$ cat config.mk
export PLATFORM = sky130hd
export DESIGN_NAME = bsl_supervisor
export DESIGN_NICKNAME = d
export VERILOG_FILES = /design/src/rtl/bsl_pkg.sv /design/src/rtl/bsl_timer.sv /design/src/rtl/bsl_supervisor.sv
export SDC_FILE = /design/constraint.sdc
export NUM_CORES = 1
export LEC_CHECK = 0
export BUFFER_PORTS_ARGS = -buffer_cell sky130_fd_sc_hd__buf_2
export CORE_MARGIN = 5
export CORE_UTILIZATION = 40
export DETAILED_ROUTE_END_ITERATION = 6
export HOLD_SLACK_MARGIN = 0.12
export SYNTH_ARGS = -nofsm -noshare
export SYNTH_HDL_FRONTEND = slang
export SYNTH_SLANG_ARGS = --single-unit
$ cat constraint.sdc
create_clock -name clock_i -period 4.4 [get_ports clock_i]
set_input_delay 0.44 -clock clock_i [delete_from_list [all_inputs] [get_ports clock_i]]
set_output_delay 0.44 -clock clock_i [all_outputs]
set_load 0.03 [all_outputs]
$ cat src/rtl/bsl_pkg.sv
// Package: register map, field layout, limits, timing and mode codes of the supervisor
package bsl_pkg;

    // Clock and the common 10 ms timing tick
    localparam int CLK_NS      = 40;
    localparam int TICK_MS     = 10;
    localparam int TICK_NS     = TICK_MS * 1000000;
    localparam int TICK_CYCLES = (TICK_NS + CLK_NS - 1) / CLK_NS;

    // Bus and data widths
    localparam int ADDR_W = 8;
    localparam int DATA_W = 32;
    localparam int REG_W  = 16;
    localparam int CUR_W  = 16;

    // Register offsets (byte addresses)
    localparam logic [7:0] REG_CTRL      = 8'h00;
    localparam logic [7:0] REG_UC_LEVEL  = 8'h04;
    localparam logic [7:0] REG_UC_DELAY  = 8'h08;
    localparam logic [7:0] REG_BF_LEVEL  = 8'h0C;
    localparam logic [7:0] REG_BF_DELAY  = 8'h10;
    localparam logic [7:0] REG_TCS_DELAY = 8'h14;
    localparam logic [7:0] REG_STATUS    = 8'h18;
    localparam logic [7:0] REG_COMMAND   = 8'h1C;

    // Control register fields
    localparam int CTRL_UC_LSB  = 0;
    localparam int CTRL_BF_LSB  = 4;
    localparam int CTRL_TCS_LSB = 8;
    localparam int CTRL_REL_BIT = 12;

    // Status register bits
    localparam int ST_UC_TIMED  = 0;
    localparam int ST_UC_LATCH  = 1;
    localparam int ST_BF_TIMING = 2;
    localparam int ST_BF_OUT    = 3;
    localparam int ST_TCS_ALARM = 4;
    localparam int ST_TRIP_FLAG = 5;
    localparam int ST_TRIP_OUT  = 6;
    localparam int ST_ALARM_OUT = 7;

    // Command register bits
    localparam int CMD_RESET_BIT = 0;

    // Times in ms as set, and their counts in ticks
    localparam int UC_DELAY_MAX_MS  = 200000;
    localparam int BF_DELAY_MIN_MS  = 10;
    localparam int BF_DELAY_MAX_MS  = 10000;
    localparam int TCS_DELAY_MIN_MS = 100;
    localparam int TCS_DELAY_MAX_MS = 10000;
    localparam int TRIP_PULSE_MS    = 100;
    localparam logic [15:0] UC_DELAY_MAX   = 16'(UC_DELAY_MAX_MS / TICK_MS);
    localparam logic [15:0] BF_DELAY_MIN   = 16'(BF_DELAY_MIN_MS / TICK_MS);
    localparam logic [15:0] BF_DELAY_MAX   = 16'(BF_DELAY_MAX_MS / TICK_MS);
    localparam logic [15:0] TCS_DELAY_MIN  = 16'(TCS_DELAY_MIN_MS / TICK_MS);
    localparam logic [15:0] TCS_DELAY_MAX  = 16'(TCS_DELAY_MAX_MS / TICK_MS);
    localparam logic [15:0] TRIP_PULSE_TCK = 16'(TRIP_PULSE_MS / TICK_MS);

    // Current thresholds in percent of rated current
    localparam logic [15:0] LEVEL_MIN = 16'h000A;
    localparam logic [15:0] LEVEL_MAX = 16'h00C8;

    // Reset values
    localparam logic [15:0] UC_LEVEL_RST  = 16'h0014;
    localparam logic [15:0] UC_DELAY_RST  = 16'h0064;
    localparam logic [15:0] BF_LEVEL_RST  = 16'h0014;
    localparam logic [15:0] BF_DELAY_RST  = 16'h0010;
    localparam logic [15:0] TCS_DELAY_RST = 16'h0064;

    typedef enum logic [2:0] {
        UC_OFF          = 3'h0,
        UC_ALARM        = 3'h1,
        UC_TRIP         = 3'h2,
        UC_TRIP_INRUSH  = 3'h3,
        UC_TRIP_LATCH   = 3'h4,
        UC_ALARM_CLOSED = 3'h5,
        UC_TRIP_CLOSED  = 3'h6
    } bsl_uc_mode_t;

    typedef enum logic [1:0] {
        BF_DISABLED = 2'h0,
        BF_RETRIP   = 2'h1,
        BF_ALARM    = 2'h2
    } bsl_bf_mode_t;

    typedef enum logic [1:0] {
        TCS_OFF    = 2'h0,
        TCS_ALWAYS = 2'h1,
        TCS_CLOSED = 2'h2
    } bsl_tcs_mode_t;

    typedef enum logic [1:0] {
        BF_IDLE   = 2'h0,
        BF_TIMING = 2'h1,
        BF_FAILED = 2'h2
    } bsl_bf_state_t;

endpackage

$ cat src/rtl/bsl_timer.sv
// Tick-driven delay timer: counts while run is high, clears when it drops
module bsl_timer #(
    parameter int W = 16
) (
    input  wire logic         clock_i,
    input  wire logic         rst_n_i,
    input  wire logic         tick_i,
    input  wire logic         run_i,
    input  wire logic [W-1:0] limit_i,
    output logic              done_o
);

    typedef struct packed {
        logic [W-1:0] cnt;
        logic         done;
    } bsl_tmr_t;

    bsl_tmr_t st_ff;
    bsl_tmr_t nxt_st;

    // Refuse widths the counter cannot serve
    if (W < 2)
    begin : g_chk
        $error("bsl_timer: W too small");
    end

    // Count saturates at the limit, so no wrap back to zero
    always_comb
    begin
        nxt_st = st_ff;
        if (!run_i)
        begin
            nxt_st.cnt = '0;
        end
        else if (tick_i && (st_ff.cnt < limit_i))
        begin
            nxt_st.cnt = st_ff.cnt + 1'b1;
        end
        nxt_st.done = run_i && (nxt_st.cnt >= limit_i);
    end

    // State register
    always_ff @(posedge clock_i or negedge rst_n_i)
    begin
        if (!rst_n_i)
        begin
            st_ff <= '0;
        end
        else
        begin
            st_ff <= nxt_st;
        end
    end

    assign done_o = st_ff.done;

endmodule

$ cat src/rtl/bsl_supervisor.sv
// Breaker supervision: undercurrent stage, breaker-fail element, trip-circuit check
//
// Decided for this implementation: the register offsets and the address-and-strobe port.
module bsl_supervisor #(
    parameter int TICK_CYCLES = bsl_pkg::TICK_CYCLES,
    parameter int TICK_W      = 18
) (
    input  wire logic                       clock_i,
    input  wire logic                       rst_n_i,
    input  wire logic [bsl_pkg::ADDR_W-1:0] addr_i,
    input  wire logic [bsl_pkg::DATA_W-1:0] wr_data_i,
    input  wire logic                       wr_i,
    input  wire logic                       rd_i,
    output logic      [bsl_pkg::DATA_W-1:0] rd_data_o,
    input  wire logic [bsl_pkg::CUR_W-1:0]  phase_a_i,
    input  wire logic [bsl_pkg::CUR_W-1:0]  phase_b_i,
    input  wire logic [bsl_pkg::CUR_W-1:0]  phase_c_i,
    input  wire logic                       prot_trip_cmd_i,
    input  wire logic                       aux_trip_i,
    input  wire logic                       inrush_block_i,
    input  wire logic                       breaker_open_status_input_i,
    input  wire logic                       breaker_closed_i,
    input  wire logic                       trip_circuit_check_i,
    input  wire logic                       manual_breaker_open_command_i,
    input  wire logic                       reset_input_i,
    input  wire logic                       reset_local_i,
    output logic                            undercurrent_timed_output_o,
    output logic                            prot_trip_o,
    output logic                            trip_pulse_o,
    output logic                            alarm_o,
    output logic                            trip_led_o,
    output logic                            alarm_led_o,
    output logic                            breaker_fail_output_o,
    output logic                            release_blocking_o,
    output logic                            tcs_alarm_o
);

    typedef struct packed {
        logic [TICK_W-1:0]              tick_cnt;
        logic                           tick;
        bsl_pkg::bsl_uc_mode_t          uc_mode;
        bsl_pkg::bsl_bf_mode_t          bf_mode;
        bsl_pkg::bsl_tcs_mode_t         tcs_mode;
        logic                           release_en;
        logic [bsl_pkg::REG_W-1:0]      uc_level;
        logic [bsl_pkg::REG_W-1:0]      uc_delay;
        logic [bsl_pkg::REG_W-1:0]      bf_level;
        logic [bsl_pkg::REG_W-1:0]      bf_delay;
        logic [bsl_pkg::REG_W-1:0]      tcs_delay;
        bsl_pkg::bsl_bf_state_t         bf_state;
        logic                           trig_prev;
        logic                           uc_latch;
        logic                           trip_flag;
        logic                           alarm_led;
        logic                           uc_timed;
        logic                           prot_trip;
        logic                           trip_pulse;
        logic                           alarm;
        logic                           bf_out;
        logic                           release_blk;
        logic                           tcs_alarm;
        logic [bsl_pkg::DATA_W-1:0]     rd_data;
    } bsl_state_t;

    localparam bsl_state_t RST_STATE = '{
        uc_mode:   bsl_pkg::UC_OFF,
        bf_mode:   bsl_pkg::BF_DISABLED,
        tcs_mode:  bsl_pkg::TCS_OFF,
        uc_level:  bsl_pkg::UC_LEVEL_RST,
        uc_delay:  bsl_pkg::UC_DELAY_RST,
        bf_level:  bsl_pkg::BF_LEVEL_RST,
        bf_delay:  bsl_pkg::BF_DELAY_RST,
        tcs_delay: bsl_pkg::TCS_DELAY_RST,
        bf_state:  bsl_pkg::BF_IDLE,
        default:   '0
    };

    bsl_state_t st_ff;
    bsl_state_t nxt_st;

    logic uc_done;
    logic bf_done;
    logic tcs_done;
    logic pulse_done;
    logic uc_below;
    logic uc_block;
    logic uc_run;
    logic bf_current;
    logic bf_run;
    logic tcs_watch;
    logic tcs_run;
    logic rst_cmd;
    logic uc_trip_mode;
    logic uc_alarm_mode;

    // Refuse tick settings the divider cannot hold
    if ((TICK_CYCLES < 1) || (TICK_CYCLES > (2 ** TICK_W)))
    begin : g_chk
        $error("bsl_supervisor: TICK_CYCLES out of range for TICK_W");
    end

    // Keep a written value inside its legal range
    function automatic logic [15:0] bsl_clamp(
        input logic [15:0] val,
        input logic [15:0] lo,
        input logic [15:0] hi
    );
        logic [15:0] res;
        res = val;
        if (val < lo)
        begin
            res = lo;
        end
        else if (val > hi)
        begin
            res = hi;
        end
        return res;
    endfunction

    // Any of the three reset sources clears latched indications
    assign rst_cmd = reset_input_i || reset_local_i
                     || (wr_i && (addr_i == bsl_pkg::REG_COMMAND)
                         && wr_data_i[bsl_pkg::CMD_RESET_BIT]);

    // Undercurrent pickup: all phases below the general threshold
    assign uc_below = (phase_a_i < st_ff.uc_level)
                      && (phase_b_i < st_ff.uc_level)
                      && (phase_c_i < st_ff.uc_level);

    // Mode dependent blocking of the general stage
    always_comb
    begin
        case (st_ff.uc_mode)
            bsl_pkg::UC_ALARM,
            bsl_pkg::UC_TRIP,
            bsl_pkg::UC_TRIP_LATCH:   uc_block = 1'b0;
            bsl_pkg::UC_TRIP_INRUSH:  uc_block = inrush_block_i;
            bsl_pkg::UC_ALARM_CLOSED,
            bsl_pkg::UC_TRIP_CLOSED:  uc_block = breaker_open_status_input_i;
            default:                  uc_block = 1'b1;
        endcase
    end

    // Which modes feed the trip path and which the alarm path
    assign uc_alarm_mode = (st_ff.uc_mode == bsl_pkg::UC_ALARM)
                           || (st_ff.uc_mode == bsl_pkg::UC_ALARM_CLOSED);
    assign uc_trip_mode  = !uc_alarm_mode && !uc_block
                           && (st_ff.uc_mode != bsl_pkg::UC_OFF);

    assign uc_run = !uc_block && uc_below;

    // Breaker-fail: any single phase above its band means a pole still carries
    assign bf_current = (phase_a_i >= st_ff.bf_level)
                        || (phase_b_i >= st_ff.bf_level)
                        || (phase_c_i >= st_ff.bf_level);
    assign bf_run = (st_ff.bf_state == bsl_pkg::BF_TIMING) && bf_current;

    // Trip-circuit watch window; trip pulse and manual open would read as loss
    always_comb
    begin
        case (st_ff.tcs_mode)
            bsl_pkg::TCS_ALWAYS: tcs_watch = 1'b1;
            bsl_pkg::TCS_CLOSED: tcs_watch = breaker_closed_i;
            default:             tcs_watch = 1'b0;
        endcase
    end
    assign tcs_run = tcs_watch && !st_ff.trip_pulse && !prot_trip_cmd_i
                     && !manual_breaker_open_command_i
                     && !trip_circuit_check_i;

    // Delay timers, all stepped by the 10 ms tick
    bsl_timer #(
        .W (bsl_pkg::REG_W)
    ) u_uc_timer (
        .clock_i (clock_i),
        .rst_n_i (rst_n_i),
        .tick_i  (st_ff.tick),
        .run_i   (uc_run),
        .limit_i (st_ff.uc_delay),
        .done_o  (uc_done)
    );

    bsl_timer #(
        .W (bsl_pkg::REG_W)
    ) u_bf_timer (
        .clock_i (clock_i),
        .rst_n_i (rst_n_i),
        .tick_i  (st_ff.tick),
        .run_i   (bf_run),
        .limit_i (st_ff.bf_delay),
        .done_o  (bf_done)
    );

    bsl_timer #(
        .W (bsl_pkg::REG_W)
    ) u_tcs_timer (
        .clock_i (clock_i),
        .rst_n_i (rst_n_i),
        .tick_i  (st_ff.tick),
        .run_i   (tcs_run),
        .limit_i (st_ff.tcs_delay),
        .done_o  (tcs_done)
    );

    bsl_timer #(
        .W (bsl_pkg::REG_W)
    ) u_pulse_timer (
        .clock_i (clock_i),
        .rst_n_i (rst_n_i),
        .tick_i  (st_ff.tick),
        .run_i   (st_ff.trip_pulse),
        .limit_i (bsl_pkg::TRIP_PULSE_TCK),
        .done_o  (pulse_done)
    );

    // Next state: divider, register writes, protection logic, read data
    always_comb
    begin
        logic uc_trip;
        logic trig;
        logic bf_fail;
        logic retrip;
        logic bf_alarm;
        uc_trip  = 1'b0;
        trig     = 1'b0;
        bf_fail  = 1'b0;
        retrip   = 1'b0;
        bf_alarm = 1'b0;
        nxt_st   = st_ff;

        // Tick divider
        if (st_ff.tick_cnt == TICK_W'(TICK_CYCLES - 1))
        begin
            nxt_st.tick_cnt = '0;
            nxt_st.tick     = 1'b1;
        end
        else
        begin
            nxt_st.tick_cnt = st_ff.tick_cnt + 1'b1;
            nxt_st.tick     = 1'b0;
        end

        // Register writes; out of range levels and delays are clamped
        if (wr_i)
        begin
            case (addr_i)
                bsl_pkg::REG_CTRL:
                begin
                    nxt_st.uc_mode    = bsl_pkg::bsl_uc_mode_t'(
                                        wr_data_i[bsl_pkg::CTRL_UC_LSB +: 3]);
                    nxt_st.bf_mode    = bsl_pkg::bsl_bf_mode_t'(
                                        wr_data_i[bsl_pkg::CTRL_BF_LSB +: 2]);
                    nxt_st.tcs_mode   = bsl_pkg::bsl_tcs_mode_t'(
                                        wr_data_i[bsl_pkg::CTRL_TCS_LSB +: 2]);
                    nxt_st.release_en = wr_data_i[bsl_pkg::CTRL_REL_BIT];
                end
                bsl_pkg::REG_UC_LEVEL:  nxt_st.uc_level  = bsl_clamp(wr_data_i[15:0],
                                            bsl_pkg::LEVEL_MIN, bsl_pkg::LEVEL_MAX);
                bsl_pkg::REG_UC_DELAY:  nxt_st.uc_delay  = bsl_clamp(wr_data_i[15:0],
                                            16'h0000, bsl_pkg::UC_DELAY_MAX);
                bsl_pkg::REG_BF_LEVEL:  nxt_st.bf_level  = bsl_clamp(wr_data_i[15:0],
                                            bsl_pkg::LEVEL_MIN, bsl_pkg::LEVEL_MAX);
                bsl_pkg::REG_BF_DELAY:  nxt_st.bf_delay  = bsl_clamp(wr_data_i[15:0],
                                            bsl_pkg::BF_DELAY_MIN, bsl_pkg::BF_DELAY_MAX);
                bsl_pkg::REG_TCS_DELAY: nxt_st.tcs_delay = bsl_clamp(wr_data_i[15:0],
                                            bsl_pkg::TCS_DELAY_MIN, bsl_pkg::TCS_DELAY_MAX);
                default: ;
            endcase
        end

        // Latched trip: a new trip wins over a reset in the same cycle
        nxt_st.uc_latch = ((st_ff.uc_mode == bsl_pkg::UC_TRIP_LATCH) && uc_done)
                          || (st_ff.uc_latch && !rst_cmd);
        uc_trip = (uc_trip_mode && uc_done) || st_ff.uc_latch;

        // Breaker-fail start on the leading edge of any trip command
        trig = prot_trip_cmd_i || aux_trip_i || uc_trip;
        nxt_st.trig_prev = trig;

        case (st_ff.bf_state)
            bsl_pkg::BF_IDLE:
            begin
                if ((st_ff.bf_mode == bsl_pkg::BF_RETRIP
                     || st_ff.bf_mode == bsl_pkg::BF_ALARM)
                    && trig && !st_ff.trig_prev && bf_current)
                begin
                    nxt_st.bf_state = bsl_pkg::BF_TIMING;
                end
            end
            bsl_pkg::BF_TIMING:
            begin
                if (!bf_current || st_ff.bf_mode == bsl_pkg::BF_DISABLED)
                begin
                    nxt_st.bf_state = bsl_pkg::BF_IDLE;
                end
                else if (bf_done)
                begin
                    nxt_st.bf_state = bsl_pkg::BF_FAILED;
                end
            end
            bsl_pkg::BF_FAILED:
            begin
                // Held while the fault current persists
                if (!bf_current || st_ff.bf_mode == bsl_pkg::BF_DISABLED)
                begin
                    nxt_st.bf_state = bsl_pkg::BF_IDLE;
                end
            end
            default: nxt_st.bf_state = bsl_pkg::BF_IDLE;
        endcase

        bf_fail  = st_ff.bf_state == bsl_pkg::BF_FAILED;
        retrip   = bf_fail && (st_ff.bf_mode == bsl_pkg::BF_RETRIP);
        bf_alarm = bf_fail && (st_ff.bf_mode == bsl_pkg::BF_ALARM);

        // Output stage
        nxt_st.bf_out      = bf_fail;
        nxt_st.release_blk = bf_fail && st_ff.release_en;
        nxt_st.uc_timed    = uc_done;
        nxt_st.prot_trip   = uc_trip || retrip;
        nxt_st.tcs_alarm   = tcs_done;
        nxt_st.alarm       = (uc_alarm_mode && !uc_block && uc_done)
                             || bf_alarm || st_ff.tcs_alarm;

        // Trip pulse of fixed length on each new trip
        nxt_st.trip_pulse = (nxt_st.prot_trip && !st_ff.prot_trip)
                            || (st_ff.trip_pulse && !pulse_done);

        // Indicators: setting wins over a clear in the same cycle
        nxt_st.trip_flag = nxt_st.prot_trip || (st_ff.trip_flag && !rst_cmd);
        nxt_st.alarm_led = nxt_st.alarm || (st_ff.alarm_led && !rst_cmd);

        // Read data stand only in the cycle after the strobe
        nxt_st.rd_data = '0;
        if (rd_i)
        begin
            case (addr_i)
                bsl_pkg::REG_CTRL:
                begin
                    nxt_st.rd_data[bsl_pkg::CTRL_UC_LSB +: 3]  = st_ff.uc_mode;
                    nxt_st.rd_data[bsl_pkg::CTRL_BF_LSB +: 2]  = st_ff.bf_mode;
                    nxt_st.rd_data[bsl_pkg::CTRL_TCS_LSB +: 2] = st_ff.tcs_mode;
                    nxt_st.rd_data[bsl_pkg::CTRL_REL_BIT]      = st_ff.release_en;
                end
                bsl_pkg::REG_UC_LEVEL:  nxt_st.rd_data[15:0] = st_ff.uc_level;
                bsl_pkg::REG_UC_DELAY:  nxt_st.rd_data[15:0] = st_ff.uc_delay;
                bsl_pkg::REG_BF_LEVEL:  nxt_st.rd_data[15:0] = st_ff.bf_level;
                bsl_pkg::REG_BF_DELAY:  nxt_st.rd_data[15:0] = st_ff.bf_delay;
                bsl_pkg::REG_TCS_DELAY: nxt_st.rd_data[15:0] = st_ff.tcs_delay;
                bsl_pkg::REG_STATUS:
                begin
                    nxt_st.rd_data[bsl_pkg::ST_UC_TIMED]  = st_ff.uc_timed;
                    nxt_st.rd_data[bsl_pkg::ST_UC_LATCH]  = st_ff.uc_latch;
                    nxt_st.rd_data[bsl_pkg::ST_BF_TIMING] =
                        st_ff.bf_state == bsl_pkg::BF_TIMING;
                    nxt_st.rd_data[bsl_pkg::ST_BF_OUT]    = st_ff.bf_out;
                    nxt_st.rd_data[bsl_pkg::ST_TCS_ALARM] = st_ff.tcs_alarm;
                    nxt_st.rd_data[bsl_pkg::ST_TRIP_FLAG] = st_ff.trip_flag;
                    nxt_st.rd_data[bsl_pkg::ST_TRIP_OUT]  = st_ff.prot_trip;
                    nxt_st.rd_data[bsl_pkg::ST_ALARM_OUT] = st_ff.alarm;
                end
                default: nxt_st.rd_data = '0;
            endcase
        end
    end

    // State register
    always_ff @(posedge clock_i or negedge rst_n_i)
    begin
        if (!rst_n_i)
        begin
            st_ff <= RST_STATE;
        end
        else
        begin
            st_ff <= nxt_st;
        end
    end

    // Outputs straight from the state register
    assign rd_data_o                   = st_ff.rd_data;
    assign undercurrent_timed_output_o = st_ff.uc_timed;
    assign prot_trip_o                 = st_ff.prot_trip;
    assign trip_pulse_o                = st_ff.trip_pulse;
    assign alarm_o                     = st_ff.alarm;
    assign trip_led_o                  = st_ff.trip_flag;
    assign alarm_led_o                 = st_ff.alarm_led;
    assign breaker_fail_output_o       = st_ff.bf_out;
    assign release_blocking_o          = st_ff.release_blk;
    assign tcs_alarm_o                 = st_ff.tcs_alarm;

endmodule

==> flow_summary.ini, run 1 <==
[critical_path]
worst_path_largest_cell_delay_ps = 550
critPathRequiredTime_ps = 4770
critPathKind = reg -> reg
cp.buffers_inverters = 1
cp_max_fo = 10
critPathTopFamily = compound AO/OA/AOI/OAI gates
path_cells = inv_1 > ha_1 > a22o_1 > nor4_1 > o21ai_0 > a211o_1 > nor4b_2 > xnor2_1 > nor2_1 > ha_1 > a21o_1 > a21o_1 > a21oi_1 > nor2_1 > a211oi_1 > a21oi_1
cp_slowest_cell = dfstp_2
crit_arrival_ps = 4410
critPathLaunchType = flip-flop
crit_path_end_kind = flip-flop

[sta]
finalSetupViolations = 0
final-hold-violation-count = 0
slew-limit-headroom = 0.362
slew_violations = 0
tightest_slew_ps = 952
finalClockSkew_ps = 21.3
period_share = 0.918
finalSetupTns_ps = 0
rsz0062_at_grt = no
timing.fmax_ghz = 0.247
layout_min_cycle_time_ps = 4040

[grt]
grtUsageMet2 = 0.321
gr-usage-met3 = 0.0426
grt_max_degree = 103
grt_pass1_vias = 10800
grt_usage = 0.196
grtUsageMet1 = 0.264
grt-busiest-layer = met2
overflow = 0
antenna_found_initial = 8
grt_pass1_wl_mm = 60.2

[logic_synthesis]
netlist_instances = 1428
synth_top_cell_by_area = dfrtp_1
synth_area_leaders = dfrtp_1, ha_1, nor2_1
synth.most_common_cell = ha_1
synth.yosys.seq_area_share = 0.377
syn_area_mm2 = 0.0136
synth_edf_count = 0
synth_cell_type_count = 75
synthFlopType = dfrtp_1
ys_seq_elements = 204
synth_top_area_frac = 0.356
async_reset_ff_frac = 1.00
avgSynthCellArea_um2 = 9.51
yosysWarnings = 0
synth_common_cells = ha_1, dfrtp_1, nor2_1

[drt]
dr.pass1.iters = 5
antenna_left = 0
avgViaCountPerCell = 5.48
drt_iter0_drc = 702
post_drt_wl_per_cell_um = 18.9
vias = 10900
wirelength_mm = 37.7
drcViolationCount = 0

[power_and_ir_drop]
ir_drop_uv = 226
p_per_area_mw_per_mm2 = 287
power.leakage_uw = 0.00726

[floorplanning]
start_util = 0.405
row_count = 67
die_w_um = 194
die-area_mm2 = 0.0377
io_pins = 142
core_mm2 = 0.0335
fp.dieH_um = 194

[min_path]
worstHoldPathType = in -> reg

[clock_tree]
insertion_delay_ps = 520
post-cts-setup-buffers = 0
cts_max_level = 1
numCtsBuffers = 23
path_clk_slew_ps = 60
cts_sinks = 204
cts_tree = yes
cts_max_path_buffers = 3
cts-root-buf = clkbuf_16

[final_layout]
fill_cells = 3254
nets = 1819
stdcell_count = 1992
area_growth_pct = 12.3
drive_above_1_share = 0.131

[placed_design]
routabilityCongestion = 0.892
hpwl_mm = 29.8
dp.cells = 1944
portBuffers = 109

[flow_run]
max_cap_viol_count = 0

[status]
run_status = complete, no violations
==> cell usage in the layout (no fill, tap or decap), drive strengths merged, types with 18 or more instances in the layout <==
master / count
nand4: 30
nand2: 98
and2: 24
inv: 103
nor4: 22
ha: 196
xor2: 21
xnor2: 32
clkbuf: 36
a21o: 36
nand3: 33
dfrtp: 193
nor3: 35
nor2: 123
a22oi: 22
o21ai: 77
a21oi: 89
buf: 123
mux2i: 18
==> final cells by class <==
class                      count  area [µm²]  area share
sequential                   204        5120       0.336
antenna                        5        12.5    0.000821
multi-input combinational   1066        7730       0.507
timing repair buffer         125         677      0.0444
inverter                     102         383      0.0251
clock buffer                  35         671      0.0440
tap                          448         561      0.0368
clock inverter                 7        91.3     0.00599
==> path summary, 6_finish.rpt <==
path,cells after the start,startpoint,slack (ps),endpoint
setup / recovery,16,st_ff[50],360,u_tcs_timer.done_o
hold / removal,2,wr_data_i[13],190,st_ff[106]
setup reg to reg,16,st_ff[50],360,u_tcs_timer.done_o
hold reg to reg,0,u_tcs_timer.done_o,360,tcs_alarm_o
max in group asynchronous,3,rst_n_i,2700,st_ff[98]
min in group asynchronous,2,rst_n_i,540,st_ff[147]
==> worst reg2reg max path, delay by kind of cell, from the launching register on <==
kind	cells	cell delay, ps
buffers and inverters	1	90
AOI/OAI and AO/OA	8	1770
and+or+nand+nor	4	700
adders and majority gates	2	660
xor gates and xnor gates	1	160
DFF	1	550
==> stage by stage <==
stage	setup slack [ps]	hold WS [ps]	util	total power [µW]	area, µm²
finish	359	193	0.455	4380	15200
floorplan	837	144	-	2270	13600
global route	116	191	0.455	4570	15200
CTS	380	175	0.454	4430	15200
detailed placement	391	347	0.431	2470	14500
global placement	389	339	0.431	2450	14500
==> kinds of logic (layout without fill, tap and decap cells) <==
logic type,after synthesis,in the layout,synth area share
DFF,204,204,0.377
AOI/OAI and AO/OA,318,318,0.152
and+or+nand+nor,453,453,0.169
adders and majority gates,196,196,0.181
buffers and inverters,173,269,0.0582
xor gates and xnor gates,53,53,0.0342
muxes,30,30,0.0282
other,1,21,0.000276
==> flip-flops by register name (all words and copies together), names as in the netlist, 16 cells and up <==
signal	count
st_ff	111
rd_data_o	16
u_bf_timer.st_ff	16
u_pulse_timer.st_ff	16
u_tcs_timer.st_ff	16
u_uc_timer.st_ff	16
==> what timing repair did <==
item                      4_1_cts  5_1_grt
hold buffers                    1        0
gates resized for setup         0        0
hold endpoints to repair       98        0
==> routing by layer <==
metal,vias up,wire length (µm)
met2,286,17600
li1,5298,-
met5,-,58
met1,5264,16600
met3,70,2370
met4,8,957
==> report_power, final <==
group          leakage (µW)  total, µW  switching [µW]  internal [µW]
Clock              0.000372       1940             775           1170
Combinational       0.00425        482             304            178
Sequential          0.00263       1960            38.9           1920
Total               0.00726       4380            1120           3260
Power figures use the tool's default switching activity.
==> inputs of run 2 (changes only) <==
--- a/config.mk
+++ b/config.mk
@@ -6,6 +6,7 @@
 export NUM_CORES = 1
 export LEC_CHECK = 0
 export BUFFER_PORTS_ARGS = -buffer_cell sky130_fd_sc_hd__buf_2
+export CORE_ASPECT_RATIO = 1.4
 export CORE_MARGIN = 5
 export CORE_UTILIZATION = 40
 export DETAILED_ROUTE_END_ITERATION = 6
==> run 2 against run 1 <==
  * Final area up 0.20%
  * Clock power grew 2%
  * Maximum frequency down 0.73%
  * Combinational power hardly changed
  * Sequential power barely moved
  * Critical endpoint unchanged
==> flow_summary.ini, run 2 (same netlist as run 1, synthesis figures left out) <==
[status]
run_status = complete, no violations

[floorplanning]
die_w_um = 166
fp.dieH_um = 228
row_count = 79
die-area_mm2 = 0.0378
core_mm2 = 0.0334
io_pins = 142
start_util = 0.406

[min_path]
hold_path_end = st_ff[104]
worstHoldPathType = in -> reg
whs_path_depth = 3
hold_start = wr_data_i[11]

[clock_tree]
insertion_delay_ps = 520
numCtsBuffers = 22
cts_sinks = 204
cts-root-buf = clkbuf_16
cts_max_level = 1
post-cts-setup-buffers = 0
cts_tree = yes
cts_max_path_buffers = 3
path_clk_slew_ps = 60

[sta]
whs_ps = 194
final-hold-violation-count = 0
slew_violations = 0
finalSetupTns_ps = 0
setup_ws_ps = 329
tightest_slew_ps = 1120
layout_min_cycle_time_ps = 4070
timing.fmax_ghz = 0.246
slew-limit-headroom = 0.244
rsz0062_at_grt = no
period_share = 0.925
finalClockSkew_ps = 18.8
finalSetupViolations = 0

[grt]
grt_usage = 0.195
grt_pass1_wl_mm = 59.6
overflow = 0
grt_pass1_vias = 11000
antenna_found_initial = 5
grt_max_degree = 92

[power_and_ir_drop]
p_per_area_mw_per_mm2 = 289
netSwitchingFraction = 0.251
ir_drop_uv = 195
finalPower_uw = 4420
switching_power_uw = 1110
power.leakage_uw = 0.00728
p_int_uw = 3310
pwr-share-clk = 0.449
power.share.combinational = 0.109
pwr-share-seq = 0.442

[critical_path]
r2r_slack_ps = 330
critPathKind = reg -> reg
reg2reg_depth = 16
timing.rr.start = st_ff[50]
critPathLaunchType = flip-flop
cp_max_fo = 3
critPathRequiredTime_ps = 4770
crit_path_end_kind = flip-flop
rr_endpoint = u_tcs_timer.done_o
crit_arrival_ps = 4440

[placed_design]
routabilityCongestion = 0.894
hpwl_mm = 30.2
pre_cts_ws_ps = 373
portBuffers = 109

[drt]
vias = 10900
drcViolationCount = 0
antenna_left = 0
wirelength_mm = 37.8
post_drt_wl_per_cell_um = 19.0
drt_iter0_drc = 678
avgViaCountPerCell = 5.47
dr.pass1.iters = 6

[final_layout]
regMostFlops = st_ff
drive_above_1_share = 0.131
layout_commonest_cell = ha_1
nets = 1820
area_growth_pct = 12.5
largest_register_ffs = 111
mostFrequentLayoutCells = ha_1, dfrtp_1, nor2_1
post-route-util = 0.457

[flow_run]
max_cap_viol_count = 0
==> run 2: worst max-delay path by stage <==
stage                         start                 end  cells after the start  slack, ps
after floorplan           st_ff[50]  u_tcs_timer.done_o                     17        840
after global placement    st_ff[50]  u_tcs_timer.done_o                     16        370
after detailed placement  st_ff[50]  u_tcs_timer.done_o                     16        370
after CTS                 st_ff[50]  u_tcs_timer.done_o                     18        350
after global routing      st_ff[50]  u_tcs_timer.done_o                     18         90
final                     st_ff[50]  u_tcs_timer.done_o                     16        330
==> run 2: area by class of cell <==
cell class	count	area [µm²]
flip-flops and latches	204	5120
diodes	4	10.0
fillers	3294	18100
inverters	102	383
multi-input cells	1066	7730
well taps	445	557
clock inverters	6	105
repair buffers	127	707
clock buffers	34	667
==> run 2: power groups by stage <==
stage / clock, µW / sequential (µW) / combinational (µW)
after global routing: 2120 / 1950 / 552
after CTS: 2040 / 1950 / 489
final: 1980 / 1950 / 483
after detailed placement: 0 / 1990 / 485
after global placement: 0 / 1980 / 469
after floorplan: 0 / 1970 / 298
==> run 2: per-layer routing <==
metal | global-route usage | vias to the layer above | wire (µm)
li1 | - | 5302 | -
met1 | 0.229 | 5196 | 14700
met2 | 0.343 | 283 | 19100
met3 | 0.0355 | 94 | 2030
met4 | 0.0931 | 2 | 1970
met5 | 0 | - | 10
==> run 2: timing repair <==
action,CTS,global route
hold buffers,2,0
endpoints found under the hold margin,80,0
gates resized for setup,0,1
setup endpoints to repair,0,1
==> run 2: metrics by stage <==
stage | instance area [µm²] | instances
after global placement | 14500 | 1942
after detailed placement | 14500 | 1942
after floorplan | 13600 | 1443
after CTS | 15300 | 1984
after global routing | 15300 | 1987
final | 15300 | 1988
==> run 2: critical path: stages (launching register included) <==
cell and delay (ps):
dfstp_2 560, inv_1 70, ha_1 320, a22o_1 240, a2111oi_2 290, a2111oi_0 100, a211o_1 380, nor4b_2 320
xnor2_1 150, nor2_1 80, ha_1 310, a21o_1 180, a21o_1 170, a21oi_1 140, nor2_1 50, a211oi_1 400
a21oi_1 140
==> inputs of run 3 (changes only) <==
--- a/config.mk
+++ b/config.mk
@@ -5,7 +5,7 @@
 export SDC_FILE = /design/constraint.sdc
 export NUM_CORES = 1
 export LEC_CHECK = 0
-export BUFFER_PORTS_ARGS = -buffer_cell sky130_fd_sc_hd__buf_2
+export BUFFER_PORTS_ARGS = -buffer_cell sky130_fd_sc_hd__buf_4
 export CORE_ASPECT_RATIO = 1.4
 export CORE_MARGIN = 5
 export CORE_UTILIZATION = 40
==> run 3 against run 2 <==
  * Via count fell by 0.31%
  * Maximum frequency fell by 0.83%
  * Critical path type unchanged
  * Critical endpoint unchanged
  * Largest power group is now registers
  * Wire length up 0.81%
==> flow_summary.ini, run 3 (same netlist as run 1, synthesis figures left out) <==
[status]
run_status = complete, no violations

[final_layout]
mostFrequentLayoutCells = ha_1, dfrtp_1, buf_4
post-route-util = 0.463
regMostFlops = st_ff
area_growth_pct = 14.0
largest_register_ffs = 111
ff_latch_area_mm2 = 0.00512
multi_input_area_mm2 = 0.00773
drive_above_1_share = 0.133
fill_cells = 3252
nets = 1820
layout_commonest_cell = ha_1

[grt]
grt_usage = 0.197
grt_pass1_wl_mm = 60.3
antenna_found_initial = 1
overflow = 0
grt_max_degree = 100
grt_pass1_vias = 11200

[floorplanning]
fp.dieH_um = 228
core_mm2 = 0.0334
die-area_mm2 = 0.0378
row_count = 79
die_w_um = 166
io_pins = 142
start_util = 0.406

[sta]
timing.fmax_ghz = 0.244
setup_ws_ps = 295
finalSetupViolations = 0
tightest_slew_ps = 1160
whs_ps = 184
finalSetupTns_ps = 0
period_share = 0.933
finalClockSkew_ps = 20.5
layout_min_cycle_time_ps = 4100
slew-limit-headroom = 0.215
final-hold-violation-count = 0
rsz0062_at_grt = no
slew_violations = 0

[power_and_ir_drop]
ir_drop_uv = 255
p_per_area_mw_per_mm2 = 278
power.leakage_uw = 0.00732

[placed_design]
portBuffers = 109
hpwl_mm = 30.4
routabilityCongestion = 0.936
pre_cts_ws_ps = 327

[drt]
antenna_left = 0
vias = 10800
drcViolationCount = 0
dr.pass1.iters = 5
avgViaCountPerCell = 5.46
wirelength_mm = 38.1
drt_iter0_drc = 751
post_drt_wl_per_cell_um = 19.2

[min_path]
hold_path_end = st_ff[105]
hold_start = wr_data_i[12]
worstHoldPathType = in -> reg
whs_path_depth = 2

[critical_path]
critPathRequiredTime_ps = 4780
critPathLaunchType = flip-flop
r2r_slack_ps = 300
crit_arrival_ps = 4480
rr_endpoint = u_tcs_timer.done_o
cp_max_fo = 3
timing.rr.start = st_ff[50]
critPathKind = reg -> reg
reg2reg_depth = 16
crit_path_end_kind = flip-flop

[clock_tree]
cts_max_path_buffers = 3
cts_max_level = 1
cts_sinks = 204
numCtsBuffers = 22
path_clk_slew_ps = 60
cts-root-buf = clkbuf_16
insertion_delay_ps = 530
cts_tree = yes

[flow_run]
max_cap_viol_count = 0
run 3: changes by cell type in the layout (fill, tap and decap cells not counted), moves of 2 or more:
cell / change
clkinvlp_4: +2
clkbuf_8: +2
clkbuf_1: -2
buf_4: +109
buf_2: -108
bufinv_16: -3
diode_2: -3
run 3: critical path, stage by stage, from the launching register on:
cell and delay [ps]:
dfstp_2 560, inv_1 80, ha_1 330, a22o_1 240, a2111oi_2 270, a2111oi_0 90
a211o_1 370, nor4b_2 320, xnor2_1 150, nor2_1 80, ha_1 320, a21o_1 180
a21o_1 170, a21oi_1 160, nor2_1 60, a211oi_1 430, a21oi_1 130
run 3: stage by stage:
| stage | cell area, µm² | instances | power (µW) |
|---|---|---|---|
| 2_1_floorplan | 13600 | 1443 | 2270 |
| 3_3_place_gp | 14700 | 1942 | 2480 |
| 3_5_place_dp | 14700 | 1942 | 2490 |
| 4_1_cts | 15500 | 1984 | 4350 |
| 5_1_grt | 15500 | 1985 | 4500 |
| 6_report | 15500 | 1985 | 4300 |
run 3: report_power, final:
group	internal (µW)	switching [µW]
clock	1050	797
sequential	1920	36.5
combinational	199	309
run 3: layout make-up:
class,instances,area share
sequential,204,0.331
inverter,102,0.0247
timing repair buffer,127,0.0623
antenna,1,0.000162
multi-input combinational,1066,0.500
clock buffer,33,0.0428
clock inverter,7,0.00356
tap,445,0.0360
run 3: layer usage:
metal / track usage / vias to the layer above / part of all wire
met5: 0 / - / 0
met4: 0.107 / 0 / 0.060
li1: - / 5292 / -
met2: 0.346 / 262 / 0.50
met1: 0.229 / 5191 / 0.40
met3: 0.0325 / 98 / 0.047
run 3: how the worst max path moves through the flow:
stage,from,to,slack [ps],cells after the start
floorplan,st_ff[50],u_tcs_timer.done_o,840,17
global placement,st_ff[50],u_tcs_timer.done_o,360,16
detailed placement,st_ff[50],u_tcs_timer.done_o,330,16
CTS,st_ff[50],u_tcs_timer.done_o,280,16
global route,st_ff[104],u_uc_timer.done_o,30,17
finish,st_ff[50],u_tcs_timer.done_o,300,16
run 3: what timing repair did:
action,in CTS,in global routing
buffers inserted,0,0
endpoints found under the setup margin,0,1
hold buffers,2,0
gates resized for setup,0,3
endpoints found under the hold margin,89,0
